<file path="config.mk">
export PLATFORM = sky130hd
export DESIGN_NAME = mhs_top
export DESIGN_NICKNAME = d
export VERILOG_FILES = /design/src/rtl/mhs_pkg.sv /design/src/rtl/mhs_change_det.sv /design/src/rtl/mhs_top.sv
export SDC_FILE = /design/constraint.sdc
export NUM_CORES = 1
export LEC_CHECK = 0
export BUFFER_PORTS_ARGS = -buffer_cell sky130_fd_sc_hd__buf_2
export CAP_MARGIN = 5
export CORE_MARGIN = 2
export CORE_UTILIZATION = 25
export CTS_BUF_LIST = sky130_fd_sc_hd__clkbuf_8
export DETAILED_ROUTE_END_ITERATION = 8
export PLACE_DENSITY = 0.56
export RECOVER_POWER = 25
export SYNTH_ARGS = -nofsm -noshare
export SYNTH_HDL_FRONTEND = slang
export SYNTH_SLANG_ARGS = --single-unit
</file>
<file path="constraint.sdc">
create_clock -name mclk -period 1.2 [get_ports mclk]
set_clock_uncertainty 0.2 [all_clocks]
set_input_delay 0.06 -clock mclk [delete_from_list [all_inputs] [get_ports mclk]]
set_output_delay 0.06 -clock mclk [all_outputs]
set_load 0.05 [all_outputs]
</file>
<file path="src/rtl/mhs_pkg.sv">
// Package for the modem handshake pin sharing block: function selects, bit positions, carriers.
// Assumes a single 50 MHz system clock domain and no register bus.
package mhs_pkg;
  // Function select codes for the shared input pin.
  localparam logic [1:0] IN_SEL_GRANT = 2'h0;
  localparam logic [1:0] IN_SEL_SELECT7 = 2'h1;
  localparam logic [1:0] IN_SEL_READY = 2'h2;
  // Function select codes for the shared output pins.
  localparam logic [1:0] OUT_SEL_AUX = 2'h0;
  localparam logic [1:0] OUT_SEL_SELECT = 2'h1;
  localparam logic [1:0] OUT_SEL_MODEM = 2'h2;
  // Modem control and status bit positions.
  localparam int MCR_DTR_BIT = 0;
  localparam int MCR_RTS_BIT = 2;
  localparam int MSR_DELTA_BIT = 1;
  localparam int MSR_READY_BIT = 5;
  localparam int MSR_WIDTH = 8;
  // Reset levels of the pins and flags.
  localparam logic PIN_IDLE = 1'h1;
  localparam logic FLAG_CLEAR = 1'h0;

  // Pin function selection carried from the modem signal control register.
  typedef struct packed {
    logic [1:0] in_sel;
    logic [1:0] term_sel;
    logic [1:0] req_sel;
  } mhs_sel_s;

  // Values of the other pin functions that share the same package pins.
  typedef struct packed {
    logic aux_bus_request_out;
    logic select_line_six_n;
    logic select_line_seven_n;
    logic select_line_eight_n;
    logic shared_mem_drive_ctl;
  } mhs_alt_s;
endpackage : mhs_pkg

</file>
<file path="src/rtl/mhs_change_det.sv">
// Change detector for the ready input: sticky change flag cleared by a status read.
// Assumes its input is already synchronous to mclk.
`timescale 1ns/1ps
module mhs_change_det (
  input wire logic mclk,
  input wire logic rst_n,
  input wire logic level_in,
  input wire logic read_clr,
  output logic last_level,
  output logic changed
);
  logic edge_seen;

  // A change is any difference from the last sampled level.
  assign edge_seen = level_in ^ last_level;

  // Set beats clear so a change in the read cycle is kept.
  always_ff @(posedge mclk or negedge rst_n) begin
    if (!rst_n) begin
      last_level <= mhs_pkg::PIN_IDLE;
      changed <= mhs_pkg::FLAG_CLEAR;
    end else begin
      last_level <= level_in;
      changed <= edge_seen | (changed & ~read_clr);
    end
  end

  // RULE4 change flag set.
  a_change_sets_flag: assert property (@(posedge mclk) disable iff (!rst_n) // RULE4
    edge_seen |=> changed) else $error("change flag not set");
  // RULE12 read clears flag.
  a_read_clears_flag: assert property (@(posedge mclk) disable iff (!rst_n) // RULE12
    (read_clr && !edge_seen) |=> !changed) else $error("read did not clear flag");
endmodule : mhs_change_det

</file>
<file path="src/rtl/mhs_top.sv">
// Modem handshake pin sharing: shared ready input, terminal ready and send request outputs.
// Assumes synchronous pin inputs and control bits presented as plain ports.
//
// Overview of operation
// RULE1 - Shared input acts as ready input or drives active-low select line seven.
// RULE2 - Modem drives ready line low when ready to link, high otherwise.
// RULE3 - Status bit 5 reads as complement of the ready input level.
// RULE4 - Status bit 1 sets when ready input changed since last status read.
// RULE5 - Each ready status change raises interrupt when modem status interrupt enabled.
// RULE6 - Shared output carries drive control, select line eight or terminal ready.
// RULE7 - Control bit 0 written one drives terminal ready output low.
// RULE8 - Master reset forces terminal ready output inactive high.
// RULE9 - Loopback mode holds terminal ready pin high regardless of control bit.
// RULE10 - Control bit 2 drives send request low; reset and loopback hold it high.
// RULE11 - Auxiliary processor drives active-low bus grant on the shared input pin.
// RULE12 - Reading the modem status register clears the ready change flag.
// RULE13 - Modem status interrupt holds until status read, unless a new change.
`timescale 1ns/1ps
module mhs_top (
  input wire logic mclk,
  input wire logic rst_n,
  input wire mhs_pkg::mhs_sel_s pin_sel,
  input wire mhs_pkg::mhs_alt_s alt_out,
  input wire logic ctl_term_ready,
  input wire logic ctl_send_request,
  input wire logic loop_mode,
  input wire logic status_irq_en,
  input wire logic status_read,
  input wire logic ready_pin_in,
  output logic ready_pin_out,
  output logic ready_pin_oe_n,
  output logic term_pin,
  output logic req_pin,
  output logic aux_bus_grant_in,
  output logic [7:0] modem_status,
  output logic status_irq
);
  logic rst_meta;
  logic rst_sync;
  logic ready_level;
  logic ready_changed;
  logic ready_in_mode;
  logic grant_mode;
  logic next_term_pin;
  logic next_req_pin;
  logic next_ready_out;
  logic next_ready_oe_n;
  logic [7:0] next_status;
  logic next_irq;
  logic det_level;
  logic term_modem_level;
  logic req_modem_level;

  // Reset release through two flip-flops.
  always_ff @(posedge mclk or negedge rst_n) begin
    if (!rst_n) begin
      rst_meta <= 1'h0;
      rst_sync <= 1'h0;
    end else begin
      rst_meta <= 1'h1;
      rst_sync <= rst_meta;
    end
  end

  // Function decode of the shared input pin.
  assign ready_in_mode = (pin_sel.in_sel == mhs_pkg::IN_SEL_READY);
  assign grant_mode = (pin_sel.in_sel == mhs_pkg::IN_SEL_GRANT);

  // RULE1 ready input function.
  // Change detection only sees the pin while it is a ready input; otherwise idle high.
  assign det_level = ready_in_mode ? ready_pin_in : mhs_pkg::PIN_IDLE;

  // Sticky change flag; a status read clears it unless a new change arrives.
  mhs_change_det u_det (
    .mclk(mclk),
    .rst_n(rst_sync),
    .level_in(det_level),
    .read_clr(status_read),
    .last_level(ready_level),
    .changed(ready_changed)
  );

  // RULE1 input pin function.
  // The pin is only driven when it serves as select line seven.
  assign next_ready_oe_n = (pin_sel.in_sel != mhs_pkg::IN_SEL_SELECT7);
  assign next_ready_out = alt_out.select_line_seven_n;

  // Picks the level of a shared output pin from its function select.
  // The unused code falls back to the modem function so the pin always has a defined level.
  function automatic logic route_pin(
    input logic [1:0] sel,
    input logic aux_val,
    input logic select_val,
    input logic modem_val
  );
    logic picked;
    picked = modem_val;
    case (sel)
      mhs_pkg::OUT_SEL_AUX: picked = aux_val;
      mhs_pkg::OUT_SEL_SELECT: picked = select_val;
      default: picked = modem_val;
    endcase
    return picked;
  endfunction : route_pin

  // RULE7 terminal ready low.
  // RULE9 loopback holds high.
  // Loopback parks the modem outputs at their inactive level whatever the control bits say.
  assign term_modem_level = loop_mode ? mhs_pkg::PIN_IDLE : ~ctl_term_ready;

  // RULE10 send request level.
  assign req_modem_level = loop_mode ? mhs_pkg::PIN_IDLE : ~ctl_send_request;

  // RULE6 output pin function.
  assign next_term_pin = route_pin(pin_sel.term_sel, alt_out.shared_mem_drive_ctl,
    alt_out.select_line_eight_n, term_modem_level);

  // RULE10 send request output.
  assign next_req_pin = route_pin(pin_sel.req_sel, alt_out.aux_bus_request_out,
    alt_out.select_line_six_n, req_modem_level);

  // RULE3 complemented ready bit.
  // RULE4 change flag in status.
  always_comb begin
    next_status = 8'h00;
    next_status[mhs_pkg::MSR_READY_BIT] = ~ready_level;
    next_status[mhs_pkg::MSR_DELTA_BIT] = ready_changed;
  end

  // RULE5 change raises interrupt.
  // RULE13 held until read.
  assign next_irq = status_irq_en & ready_changed;

  // Registered outputs; reset leaves every pin at its idle high level.
  always_ff @(posedge mclk or negedge rst_sync) begin
    if (!rst_sync) begin
      // RULE8 reset forces high.
      term_pin <= mhs_pkg::PIN_IDLE;
      req_pin <= mhs_pkg::PIN_IDLE;
      ready_pin_out <= mhs_pkg::PIN_IDLE;
      ready_pin_oe_n <= 1'h1;
      aux_bus_grant_in <= mhs_pkg::PIN_IDLE;
      modem_status <= 8'h00;
      status_irq <= 1'h0;
    end else begin
      term_pin <= next_term_pin;
      req_pin <= next_req_pin;
      ready_pin_out <= next_ready_out;
      ready_pin_oe_n <= next_ready_oe_n;
      // RULE11 grant from pin.
      aux_bus_grant_in <= grant_mode ? ready_pin_in : mhs_pkg::PIN_IDLE;
      modem_status <= next_status;
      status_irq <= next_irq;
    end
  end

  // RULE7 terminal ready asserted.
  a_term_ctl_low: assert property (@(posedge mclk) disable iff (!rst_sync) // RULE7
    (pin_sel.term_sel == mhs_pkg::OUT_SEL_MODEM && ctl_term_ready && !loop_mode)
    |=> !term_pin) else $error("terminal ready not low");

  // RULE7 terminal ready released.
  a_term_ctl_high: assert property (@(posedge mclk) disable iff (!rst_sync) // RULE7
    (pin_sel.term_sel == mhs_pkg::OUT_SEL_MODEM && !ctl_term_ready)
    |=> term_pin) else $error("terminal ready low without control bit");

  // RULE9 loopback terminal high.
  a_term_loop_high: assert property (@(posedge mclk) disable iff (!rst_sync) // RULE9
    (pin_sel.term_sel == mhs_pkg::OUT_SEL_MODEM && loop_mode) |=> term_pin)
    else $error("terminal ready not held high in loop");

  // RULE10 send request released.
  a_req_loop_high: assert property (@(posedge mclk) disable iff (!rst_sync) // RULE10
    (pin_sel.req_sel == mhs_pkg::OUT_SEL_MODEM && (loop_mode || !ctl_send_request))
    |=> req_pin) else $error("send request not high");

  // RULE10 send request asserted.
  a_req_ctl_low: assert property (@(posedge mclk) disable iff (!rst_sync) // RULE10
    (pin_sel.req_sel == mhs_pkg::OUT_SEL_MODEM && ctl_send_request && !loop_mode)
    |=> !req_pin) else $error("send request not low");

  // RULE6 drive control routed.
  a_term_drive_route: assert property (@(posedge mclk) disable iff (!rst_sync) // RULE6
    (pin_sel.term_sel == mhs_pkg::OUT_SEL_AUX)
    |=> term_pin == $past(alt_out.shared_mem_drive_ctl))
    else $error("drive control not routed");

  // RULE6 select eight routed.
  a_term_select8: assert property (@(posedge mclk) disable iff (!rst_sync) // RULE6
    (pin_sel.term_sel == mhs_pkg::OUT_SEL_SELECT)
    |=> term_pin == $past(alt_out.select_line_eight_n))
    else $error("select eight not routed");

  // RULE1 select seven driven.
  a_sel7_drive: assert property (@(posedge mclk) disable iff (!rst_sync) // RULE1
    (pin_sel.in_sel == mhs_pkg::IN_SEL_SELECT7) |=> !ready_pin_oe_n)
    else $error("select seven not driven");

  // RULE1 select seven value.
  a_sel7_value: assert property (@(posedge mclk) disable iff (!rst_sync) // RULE1
    (pin_sel.in_sel == mhs_pkg::IN_SEL_SELECT7)
    |=> ready_pin_out == $past(alt_out.select_line_seven_n))
    else $error("select seven value not routed");

  // RULE1 pin released as input.
  a_ready_released: assert property (@(posedge mclk) disable iff (!rst_sync) // RULE1
    (pin_sel.in_sel != mhs_pkg::IN_SEL_SELECT7) |=> ready_pin_oe_n)
    else $error("shared input pin driven outside select seven");

  // RULE11 grant follows pin.
  a_grant_follow: assert property (@(posedge mclk) disable iff (!rst_sync) // RULE11
    grant_mode |=> aux_bus_grant_in == $past(ready_pin_in))
    else $error("bus grant does not follow pin");

  // RULE11 grant idle otherwise.
  a_grant_idle: assert property (@(posedge mclk) disable iff (!rst_sync) // RULE11
    !grant_mode |=> aux_bus_grant_in)
    else $error("bus grant active outside grant function");

  // RULE3 complemented ready bit.
  a_ready_bit_inv: assert property (@(posedge mclk) disable iff (!rst_sync) // RULE3
    ready_in_mode ##1 ready_in_mode
    |=> modem_status[mhs_pkg::MSR_READY_BIT] == !$past(ready_pin_in, 2))
    else $error("ready bit not complement");

  // RULE4 change bit shown.
  a_delta_bit: assert property (@(posedge mclk) disable iff (!rst_sync) // RULE4
    ready_changed |=> modem_status[mhs_pkg::MSR_DELTA_BIT])
    else $error("change bit not shown in status");

  // RULE5 change raises interrupt.
  a_irq_on_change: assert property (@(posedge mclk) disable iff (!rst_sync) // RULE5
    (status_irq_en && ready_changed) |=> status_irq) else $error("no interrupt");

  // RULE5 masked interrupt quiet.
  a_irq_masked: assert property (@(posedge mclk) disable iff (!rst_sync) // RULE5
    !status_irq_en |=> !status_irq) else $error("interrupt raised while disabled");

  // RULE13 interrupt held.
  // The interrupt lags the flag by a cycle, so a read one cycle back may still drop it.
  a_irq_holds: assert property (@(posedge mclk) disable iff (!rst_sync) // RULE13
    (status_irq && status_irq_en && !status_read && !$past(status_read)) |=> status_irq)
    else $error("interrupt dropped before read");

  // RULE13 interrupt cleared by read.
  a_irq_clears: assert property (@(posedge mclk) disable iff (!rst_sync) // RULE13
    (status_read && det_level == ready_level) |-> ##2 !status_irq)
    else $error("interrupt kept after read without change");

  // RULE8 reset leaves high.
  a_reset_high: assert property (@(posedge mclk) $rose(rst_sync) |-> term_pin && req_pin) // RULE8
    else $error("pins not high after reset");
endmodule : mhs_top

</file>
; After elaboration in Yosys (flattened, before gate mapping)
; Cells that the tools add are included.
[op_classes]
n_bitwise = 8
eq_ne = 4
mux = 6
reduce_logical = 3
[op_table]
columns = operator, n
row1 = 2-bit logical NOT, 3
row2 = 2-bit by 1-bit == test with 1-bit output (second input constant), 2
row3 = 1-bit 2-to-1 mux, 4
row4 = 1-bit NOT, 4
row5 = 1-bit one-hot mux with 2 select lines, 2
row6 = 1-bit AND, 2
row7 = 2-bit == test (second input constant), 1
row8 = 2-bit by 1-bit != test with 1-bit output (second input constant), 1
row9 = 1-bit bitwise OR, 1
row10 = 1-bit XOR, 1
[totals]
reg_bits = 12
word_cells = 32
input_bits = 19
out_inout_bits = 14

; Longest topological paths before layout
; Gate-level depths: netlist (run 1).
[logic_depth]
word_depth = 4
depth_mapped = 3
ltp_nobuf = 3

; Modules after synthesis
; A second synthesis (run 1) with hierarchy kept.
[hier_totals]
cells_unflattened = 35
area_unflattened_um2 = 460.4
[modules_own_cells]
columns = mod, seq_area_each_um2, cells_per_inst, instances, area_each_um2
row1 = mhs_top, 256.5, 30, 1, 391.6
row2 = mhs_change_det, 51.3, 5, 1, 68.8

; Least setup slack after synthesis (run 1)
; Ideal clock, no wire load.
[synth_timing]
path_type = register to register
from = register u_det.last_level
to = register u_det.changed
required_time_ns = 0.876
path_stages_with_launch = 4
period_less_slack_ns = 1.012
setup_time_ns = 0.124
path_buffers = 0
slack_ns = 0.188
t_arrival_ns = 0.688
path_cell_list = dfstp_2 inv_1 nor2_1 mux2i_1
[synth_via]
elab_chain_len = 2
[synth_lines]
columns = item, line_no
row1 = from (decl), mhs_change_det.sv:9  ; output logic last_level,
row2 = from (signal assigned), mhs_change_det.sv:20  ; last_level <= mhs_pkg::PIN_IDLE;
row3 = from (signal assigned), mhs_change_det.sv:23  ; last_level <= level_in;
row4 = 1-bit XOR, mhs_change_det.sv:15  ; assign edge_seen = level_in ^ last_level;
row5 = 1-bit bitwise OR, mhs_change_det.sv:24  ; changed <= edge_seen | (changed & ~read_clr);
row6 = to (signal assigned), mhs_change_det.sv:21  ; changed <= mhs_pkg::FLAG_CLEAR;
row7 = to (signal assigned), mhs_change_det.sv:24
row8 = to (decl), mhs_change_det.sv:10  ; output logic changed
; Every way passes these cells.

; Worst setup path after layout (run 1)
[layout_timing]
from = input pin_sel[0] (netlist bit)
to = register req_pin
[layout_via]
elab_chain_len = 2
elab_cells_between_ends = 3
classes_between = eq/ne: 1 / mux: 1 / reduce/logical: 1
[layout_lines]
columns = item, line_no
row1 = from (decl), mhs_top.sv:22  ; input wire mhs_pkg::mhs_sel_s pin_sel,
row2 = 2-bit by 1-bit == test with 1-bit output / 2-bit logical NOT (equally long branches), mhs_top.sv:98  ; case (sel)
row3 = 1-bit one-hot mux with 2 select lines *, mhs_top.sv:98
row4 = via next_req_pin, mhs_top.sv:45  ; logic next_req_pin;
row5 = to (signal assigned), mhs_top.sv:139  ; req_pin <= mhs_pkg::PIN_IDLE;
row6 = to (signal assigned), mhs_top.sv:147  ; req_pin <= next_req_pin;
row7 = to (decl), mhs_top.sv:33  ; output logic req_pin,
; Mark *: on every way through the listed nets, which the timed path passes. The rest lies on a longest branch.

==> flow_metrics.py, run 1 <==
metrics = {
    "die": {
        "fp-row-count": 15,
        "core_mm2": 0.00173,
        "die_x_um": 46.9,
        "die_y_um": 46.9,
        "start_util_pct": 26.6,
        "io_pins": 33,
        "dieArea_mm2": 0.00220,
    },
    "power": {
        "pwr-share-comb_pct": 21.5,
        "finalPower_mw": 1.13,
        "max-vdd-ir-drop_mv": 0.396,
        "power_density_mw_per_mm2": 1320,
        "swShare_pct": 26.7,
        "netSwitchingPower_mw": 0.301,
        "p_int_mw": 0.826,
        "power_frac_seq_pct": 40.5,
        "p_leak_nw": 0.426,
        "p_clk_share_pct": 38.0,
    },
    "timing": {
        "timing.setup.tns_ns": 0,
        "setup_violations": 0,
        "hold_violations": 4,
        "rsz0062_at_grt": "no",
        "holdWs_ns": -0.0381,
        "layout_min_cycle_time_ns": 1.18,
        "fmax_mhz": 850,
        "final.period_utilization_pct": 98.1,
        "drv_slew": 0,
        "finalWorstSetupSlack_ns": 0.0232,
    },
    "job": {
        "cap_violations": 0,
    },
    "finish": {
        "drive_above_1_share_pct": 43.4,
        "antenna_cells": 0,
        "finalNonFillerCells": 108,
        "fin_nets": 103,
        "areaGrowthSynthToFinish_pct": 85.3,
        "utilization_pct": 49.3,
    },
    "grt": {
        "grt_max_degree": 11,
        "grt_overflow_total": 0,
        "antenna_found_initial": 0,
        "grt_pass1_vias": 414,
        "grt_pass1_wl_mm": 1.56,
        "grt_usage_pct": 10.8,
    },
    "min_path": {
        "hold_class": "flip-flop to async pin",
    },
    "clock_tree": {
        "cts-buffers-inserted": 3,
        "clockBufferDepth": 2,
        "htree_levels": 1,
        "clockRootBuffer": "clkbuf_8",
        "path_clk_slew_ns": 0.05,
        "clk_latency_ns": 0.23,
        "cts_tree": "built",
        "post_cts_buffers": 0,
        "clock_sinks": 12,
        "ctsHoldBuffers": 17,
    },
    "logic_synthesis": {
        "yosysWarnings": 0,
        "yosys.area.top_type": "dfstp_2",
        "synth_seq_cells": 12,
        "syn_avg_cell_area_um2": 12.4,
        "synth_adder_area_share_pct": 0,
        "ys_seq_area_share_pct": 67.0,
        "synth_edf_count": 0,
        "netlist_area_um2": 459,
        "yosys.area_share.simple_pct": 11.7,
        "async_flop_share_pct": 100,
        "synthMuxAreaShare_pct": 2.18,
        "synth_compound_area_share_pct": 5.99,
        "netlist_top_cells_area": "dfstp_2 (34%), dfrtp_1 (33%), buf_4 (9.8%)",
        "yosys-top-cells-count": "buf_4 (6), dfrtp_1 (6), dfstp_2 (6)",
        "synth.distinct_cells": 14,
        "yosys.area_share.xor_xnor_pct": 0,
        "synth_top_family_by_area": "simple AND/OR/NAND/NOR gates",
        "yosys.area.top_type_share_pct": 34.3,
        "ys.flop_type": "dfstp_2",
        "synth_cells": 37,
    },
    "critical_path": {
        "critPathSlowestCell": "dlygate4sd3_1",
        "end_kind": "flip-flop",
        "crit_required_ns": 1.15,
        "r2r_slack_ns": 0.15,
        "path_buf_inv": 2,
        "setup.worst_path.class": "input pin to flip-flop",
        "crit_chain": "dlygate4sd3_1, buf_2, nor2b_1, a211oi_1, a31oi_1",
        "worstPathMaxFanout": 2,
        "r2r-start": "u_det.last_level",
        "cp_slowest_stage_delay_ns": 0.54,
        "crit_family": "buffers and inverters",
        "r2r_end": "u_det.changed",
        "worstSetupStartpointType": "input pin",
        "r2r.worst_path.cells": 3,
        "worstPathArrival_ns": 1.13,
    },
    "outcome": {
        "status": "finished, violations left",
        "violations": "hold timing",
    },
    "drt": {
        "drt-total-wl_mm": 1.07,
        "drc": 0,
        "detail_route.vias_per_cell": 3.67,
        "dr.pass1.iters": 2,
        "drtIter0Drc": 1,
        "num_vias": 396,
        "detail-route-antenna-nets": 0,
        "drt-wirelength-per-cell_um": 9.94,
    },
    "placement": {
        "place_inst": 87,
        "portBuffers": 26,
        "dpl.hpwl_um": 664,
        "dp_slack_ns": 0.149,
        "place.gp.congestion": 0.605,
    },
}
==> metal layers <==
layer / track usage, % / share of wire (%) / vias up
met1: 8.10 / 36 / 173
met3: 3.08 / 11 / 0
met2: 21.6 / 53 / 26
met4: 8.33 / 0 / 0
met5: 0 / 0 / -
li1: - / - / 197
==> registers in the layout (all words and copies together) (netlist names) <==
name / flops
ready_pin_out: 1
req_pin: 1
rst_sync: 1
status_irq: 1
aux_bus_grant_in: 1
u_det.last_level: 1
ready_pin_oe_n: 1
modem_status: 2
u_det.changed: 1
rst_meta: 1
term_pin: 1
==> cell families (layout without fill, tap and decap cells) <==
family,after synthesis,in the layout
compound gates,4,4
other cells,2,7
buf+inv,8,49
flops,12,12
mux,1,1
simple gates,10,10
==> metrics by stage <==
| step | hold WS (ns) | area (um^2) |
|---|---|---|
| floorplan | -0.436 | 478 |
| global placement | -0.353 | 594 |
| detailed placement | -0.353 | 594 |
| CTS | -0.0161 | 840 |
| global route | -0.000176 | 851 |
| finish | -0.0381 | 851 |
==> cells in the final DEF, fill, tap and decap left out, drive strengths merged <==
cell type    count
mux2i            1
conb             7
dlygate4sd3     17
nand2            1
inv              2
buf             26
or2b             1
dfrtp            6
a211oi           2
clkbuf           4
nor2             3
dfstp            6
nor2b            3
a31oi            2
and2             1
or3              1
==> worst max-delay path by stage <==
stage / startpoint / to / slack (ns) / cells past startpoint
finish: pin_sel[0] / req_pin / 0.02 / 5
CTS: req_pin / req_pin / 0.0005 / 1
global route: pin_sel[0] / req_pin / 0.004 / 5
global placement: u_det.last_level / u_det.changed / 0.18 / 3
detailed placement: u_det.last_level / u_det.changed / 0.15 / 3
floorplan: u_det.last_level / u_det.changed / 0.19 / 3
==> layout make-up <==
type                            count  area, um^2
Sequential cell                    12         308
Timing Repair Buffer               43         332
Clock buffer                        4        55.1
Fill cell                         168         876
Tap cell                           25        31.3
Multi-Input combinational cell     22         118
Inverter                            2        7.51
==> power groups by stage <==
stage	Combinational [mW]	Clock, mW	Sequential, mW
global placement	0.183	0	0.460
global route	0.257	0.454	0.460
finish	0.243	0.428	0.456
detailed placement	0.185	0	0.460
floorplan	0.0788	0	0.528
CTS	0.236	0.446	0.456
==> timing repair <==
action / in CTS / in global routing
hold endpoints to repair: 14 / 2
setup endpoints to repair: 5 / 3
resized for setup: 7 / 3
(Power assumes the default switching activity.)
==> inputs of run 2 (changes only) <==
--- a/config.mk
+++ b/config.mk
@@ -15,4 +15,5 @@
 export RECOVER_POWER = 25
 export SYNTH_ARGS = -nofsm -noshare
 export SYNTH_HDL_FRONTEND = slang
+export SYNTH_HIERARCHICAL = 1
 export SYNTH_SLANG_ARGS = --single-unit
==> flow_metrics.py, run 2 <==
metrics = {
    "drt": {
        "detail_route.vias_per_cell": 3.68,
        "drt-total-wl_mm": 1.10,
        "drtIter0Drc": 0,
        "num_vias": 397,
        "drc": 0,
        "drt-wirelength-per-cell_um": 10.1,
        "detail-route-antenna-nets": 0,
        "dr.pass1.iters": 1,
    },
    "power": {
        "p_clk_share_pct": 37.3,
        "power_density_mw_per_mm2": 1290,
        "netSwitchingPower_mw": 0.304,
        "swShare_pct": 26.7,
        "p_int_mw": 0.836,
        "p_leak_nw": 0.443,
        "pwr-share-comb_pct": 22.5,
        "power_frac_seq_pct": 40.2,
        "finalPower_mw": 1.14,
        "max-vdd-ir-drop_mv": 0.811,
    },
    "critical_path": {
        "r2r.worst_path.cells": 2,
        "crit_path_end": "u_det/changed",
        "worstSetupStartpointType": "input pin",
        "r2r-start": "u_det/last_level",
        "setup.worst_path.class": "input pin to flip-flop",
        "crit_required_ns": 1.12,
        "cp-startpoint": "ready_pin_in",
        "worstPathArrival_ns": 1.10,
        "r2r_end": "u_det/changed",
        "worstPathMaxFanout": 2,
        "end_kind": "flip-flop",
        "r2r_slack_ns": 0.17,
    },
    "die": {
        "start_util_pct": 26.7,
        "fp-row-count": 15,
        "core_mm2": 0.00173,
        "dieArea_mm2": 0.00220,
        "die_y_um": 46.9,
        "die_x_um": 46.9,
        "io_pins": 33,
    },
    "finish": {
        "final_cell_mix": "buf_2 (21), dlygate4sd3_1 (19), conb_1 (7), dfstp_2 (6), dfrtp_1 (6)",
        "final_common_cell": "buf_2",
        "num-fill-cells": 165,
        "drive_above_1_share_pct": 47.0,
        "fin_nets": 103,
        "largest-register": "modem_status",
        "largest_register_ffs": 2,
        "final_cell_area_um2": 885,
        "areaGrowthSynthToFinish_pct": 92.1,
        "antenna_cells": 0,
    },
    "timing": {
        "fmax_mhz": 851,
        "final.period_utilization_pct": 97.9,
        "setup_violations": 0,
        "rsz0062_at_grt": "yes",
        "drv_slew": 0,
        "layout_min_cycle_time_ns": 1.17,
        "hold_violations": 6,
        "holdWs_ns": -0.130,
    },
    "grt": {
        "antenna_found_initial": 0,
        "grt_usage_pct": 13.0,
        "grt_pass1_vias": 430,
        "grt_pass1_wl_mm": 1.83,
        "grt_max_degree": 11,
        "grt_overflow_total": 0,
    },
    "logic_synthesis": {
        "synth_compound_area_share_pct": 1.09,
        "syn_avg_cell_area_um2": 13.2,
        "yosys.area.top_type": "dfstp_2",
        "netlist_area_um2": 460,
        "synth_adder_area_share_pct": 0,
        "ys_seq_area_share_pct": 66.8,
        "synth.distinct_cells": 14,
        "synth_top_family_by_area": "buffers and inverters",
        "yosysWarnings": 6,
        "synth_cells": 35,
        "yosys.area_share.xor_xnor_pct": 1.90,
        "yosys.area.top_type_share_pct": 34.2,
        "yosys-top-cells-count": "buf_4 (6), dfrtp_1 (6), dfstp_2 (6)",
        "synth_seq_cells": 12,
        "netlist_top_cells_area": "dfstp_2 (34%), dfrtp_1 (33%), buf_4 (9.8%)",
        "yosys.area_share.simple_pct": 8.42,
        "synth_edf_count": 0,
        "async_flop_share_pct": 100,
        "synthMuxAreaShare_pct": 8.70,
        "ys.flop_type": "dfstp_2",
    },
    "job": {
        "cap_violations": 0,
    },
    "clock_tree": {
        "clockBufferDepth": 2,
        "cts-buffers-inserted": 3,
        "post_cts_buffers": 0,
        "ctsHoldBuffers": 19,
        "path_clk_slew_ns": 0.05,
        "cts_tree": "built",
        "clock_sinks": 12,
        "clk_latency_ns": 0.24,
        "htree_levels": 1,
        "clockRootBuffer": "clkbuf_8",
    },
    "outcome": {
        "violations": "hold timing",
        "status": "finished, violations left",
    },
    "placement": {
        "portBuffers": 26,
        "place.gp.congestion": 0.605,
        "placed_cell_area_um2": 596,
    },
    "min_path": {
        "hold_class": "input pin to flip-flop",
    },
}
run 2: per-stage QoR:
step	setup WS, ns	instances	TNS (ns)	utilization [%]
finish	0.0254	108	0	51.2
floorplan	0.197	40	0	-
detailed placement	0.172	85	0	34.5
CTS	0.000200	108	0	49.6
global placement	0.194	85	0	34.5
global route	-0.0176	108	-0.0189	51.2
run 2: worst max-delay path, stage by stage:
cell and delay, ns:
dlygate4sd3_1 0.53, buf_2 0.13, nor2_2 0.08, nand2_2 0.08, xnor2_2 0.15, o21ai_1 0.07
run 2: layout make-up:
class / count / area (um^2) / share of cell area (%)
well taps: 25 / 31.3 / 3.54
repair buffers: 45 / 352 / 39.7
inverters: 2 / 7.51 / 0.849
clock buffers: 4 / 55.1 / 6.22
multi-input cells: 20 / 131 / 14.9
flip-flops and latches: 12 / 308 / 34.8
run 2: power by group through the flow:
stage | logic [mW] | clock network, mW | registers, mW
detailed placement | 0.187 | 0 | 0.462
floorplan | 0.0787 | 0 | 0.533
global route | 0.271 | 0.468 | 0.462
global placement | 0.185 | 0 | 0.462
CTS | 0.242 | 0.439 | 0.457
finish | 0.256 | 0.425 | 0.459
run 2: layer usage:
metal	GRT usage, %	vias to the layer above	routed length (um)
li1	-	190	-
met4	6.67	0	50
met2	24.1	19	653
met1	10.7	182	319
met3	7.69	6	73
met5	0	-	0
run 2: cell families after synthesis:
family	count (synthesis)
flops	12
buf+inv	8
simple gates	7
mux	4
other cells	2
compound gates	1
xor+xnor	1
run 2: what timing repair did:
item	4_1_cts	5_1_grt
gates resized for setup	6	7
pin swaps	0	2
setup endpoints to repair	5	5
hold endpoints to repair	14	6
run 2: worst min-delay path by stage:
stage               startpoint               end  slack (ns)  cells after the start
floorplan                rst_n          rst_meta       -0.44                      0
global placement         rst_n          rst_sync       -0.35                      1
detailed placement       rst_n          rst_sync       -0.35                      1
CTS                 pin_sel[4]  aux_bus_grant_in       -0.15                      2
global route        pin_sel[4]  aux_bus_grant_in       -0.12                      2
finish              pin_sel[4]  aux_bus_grant_in       -0.13                      2
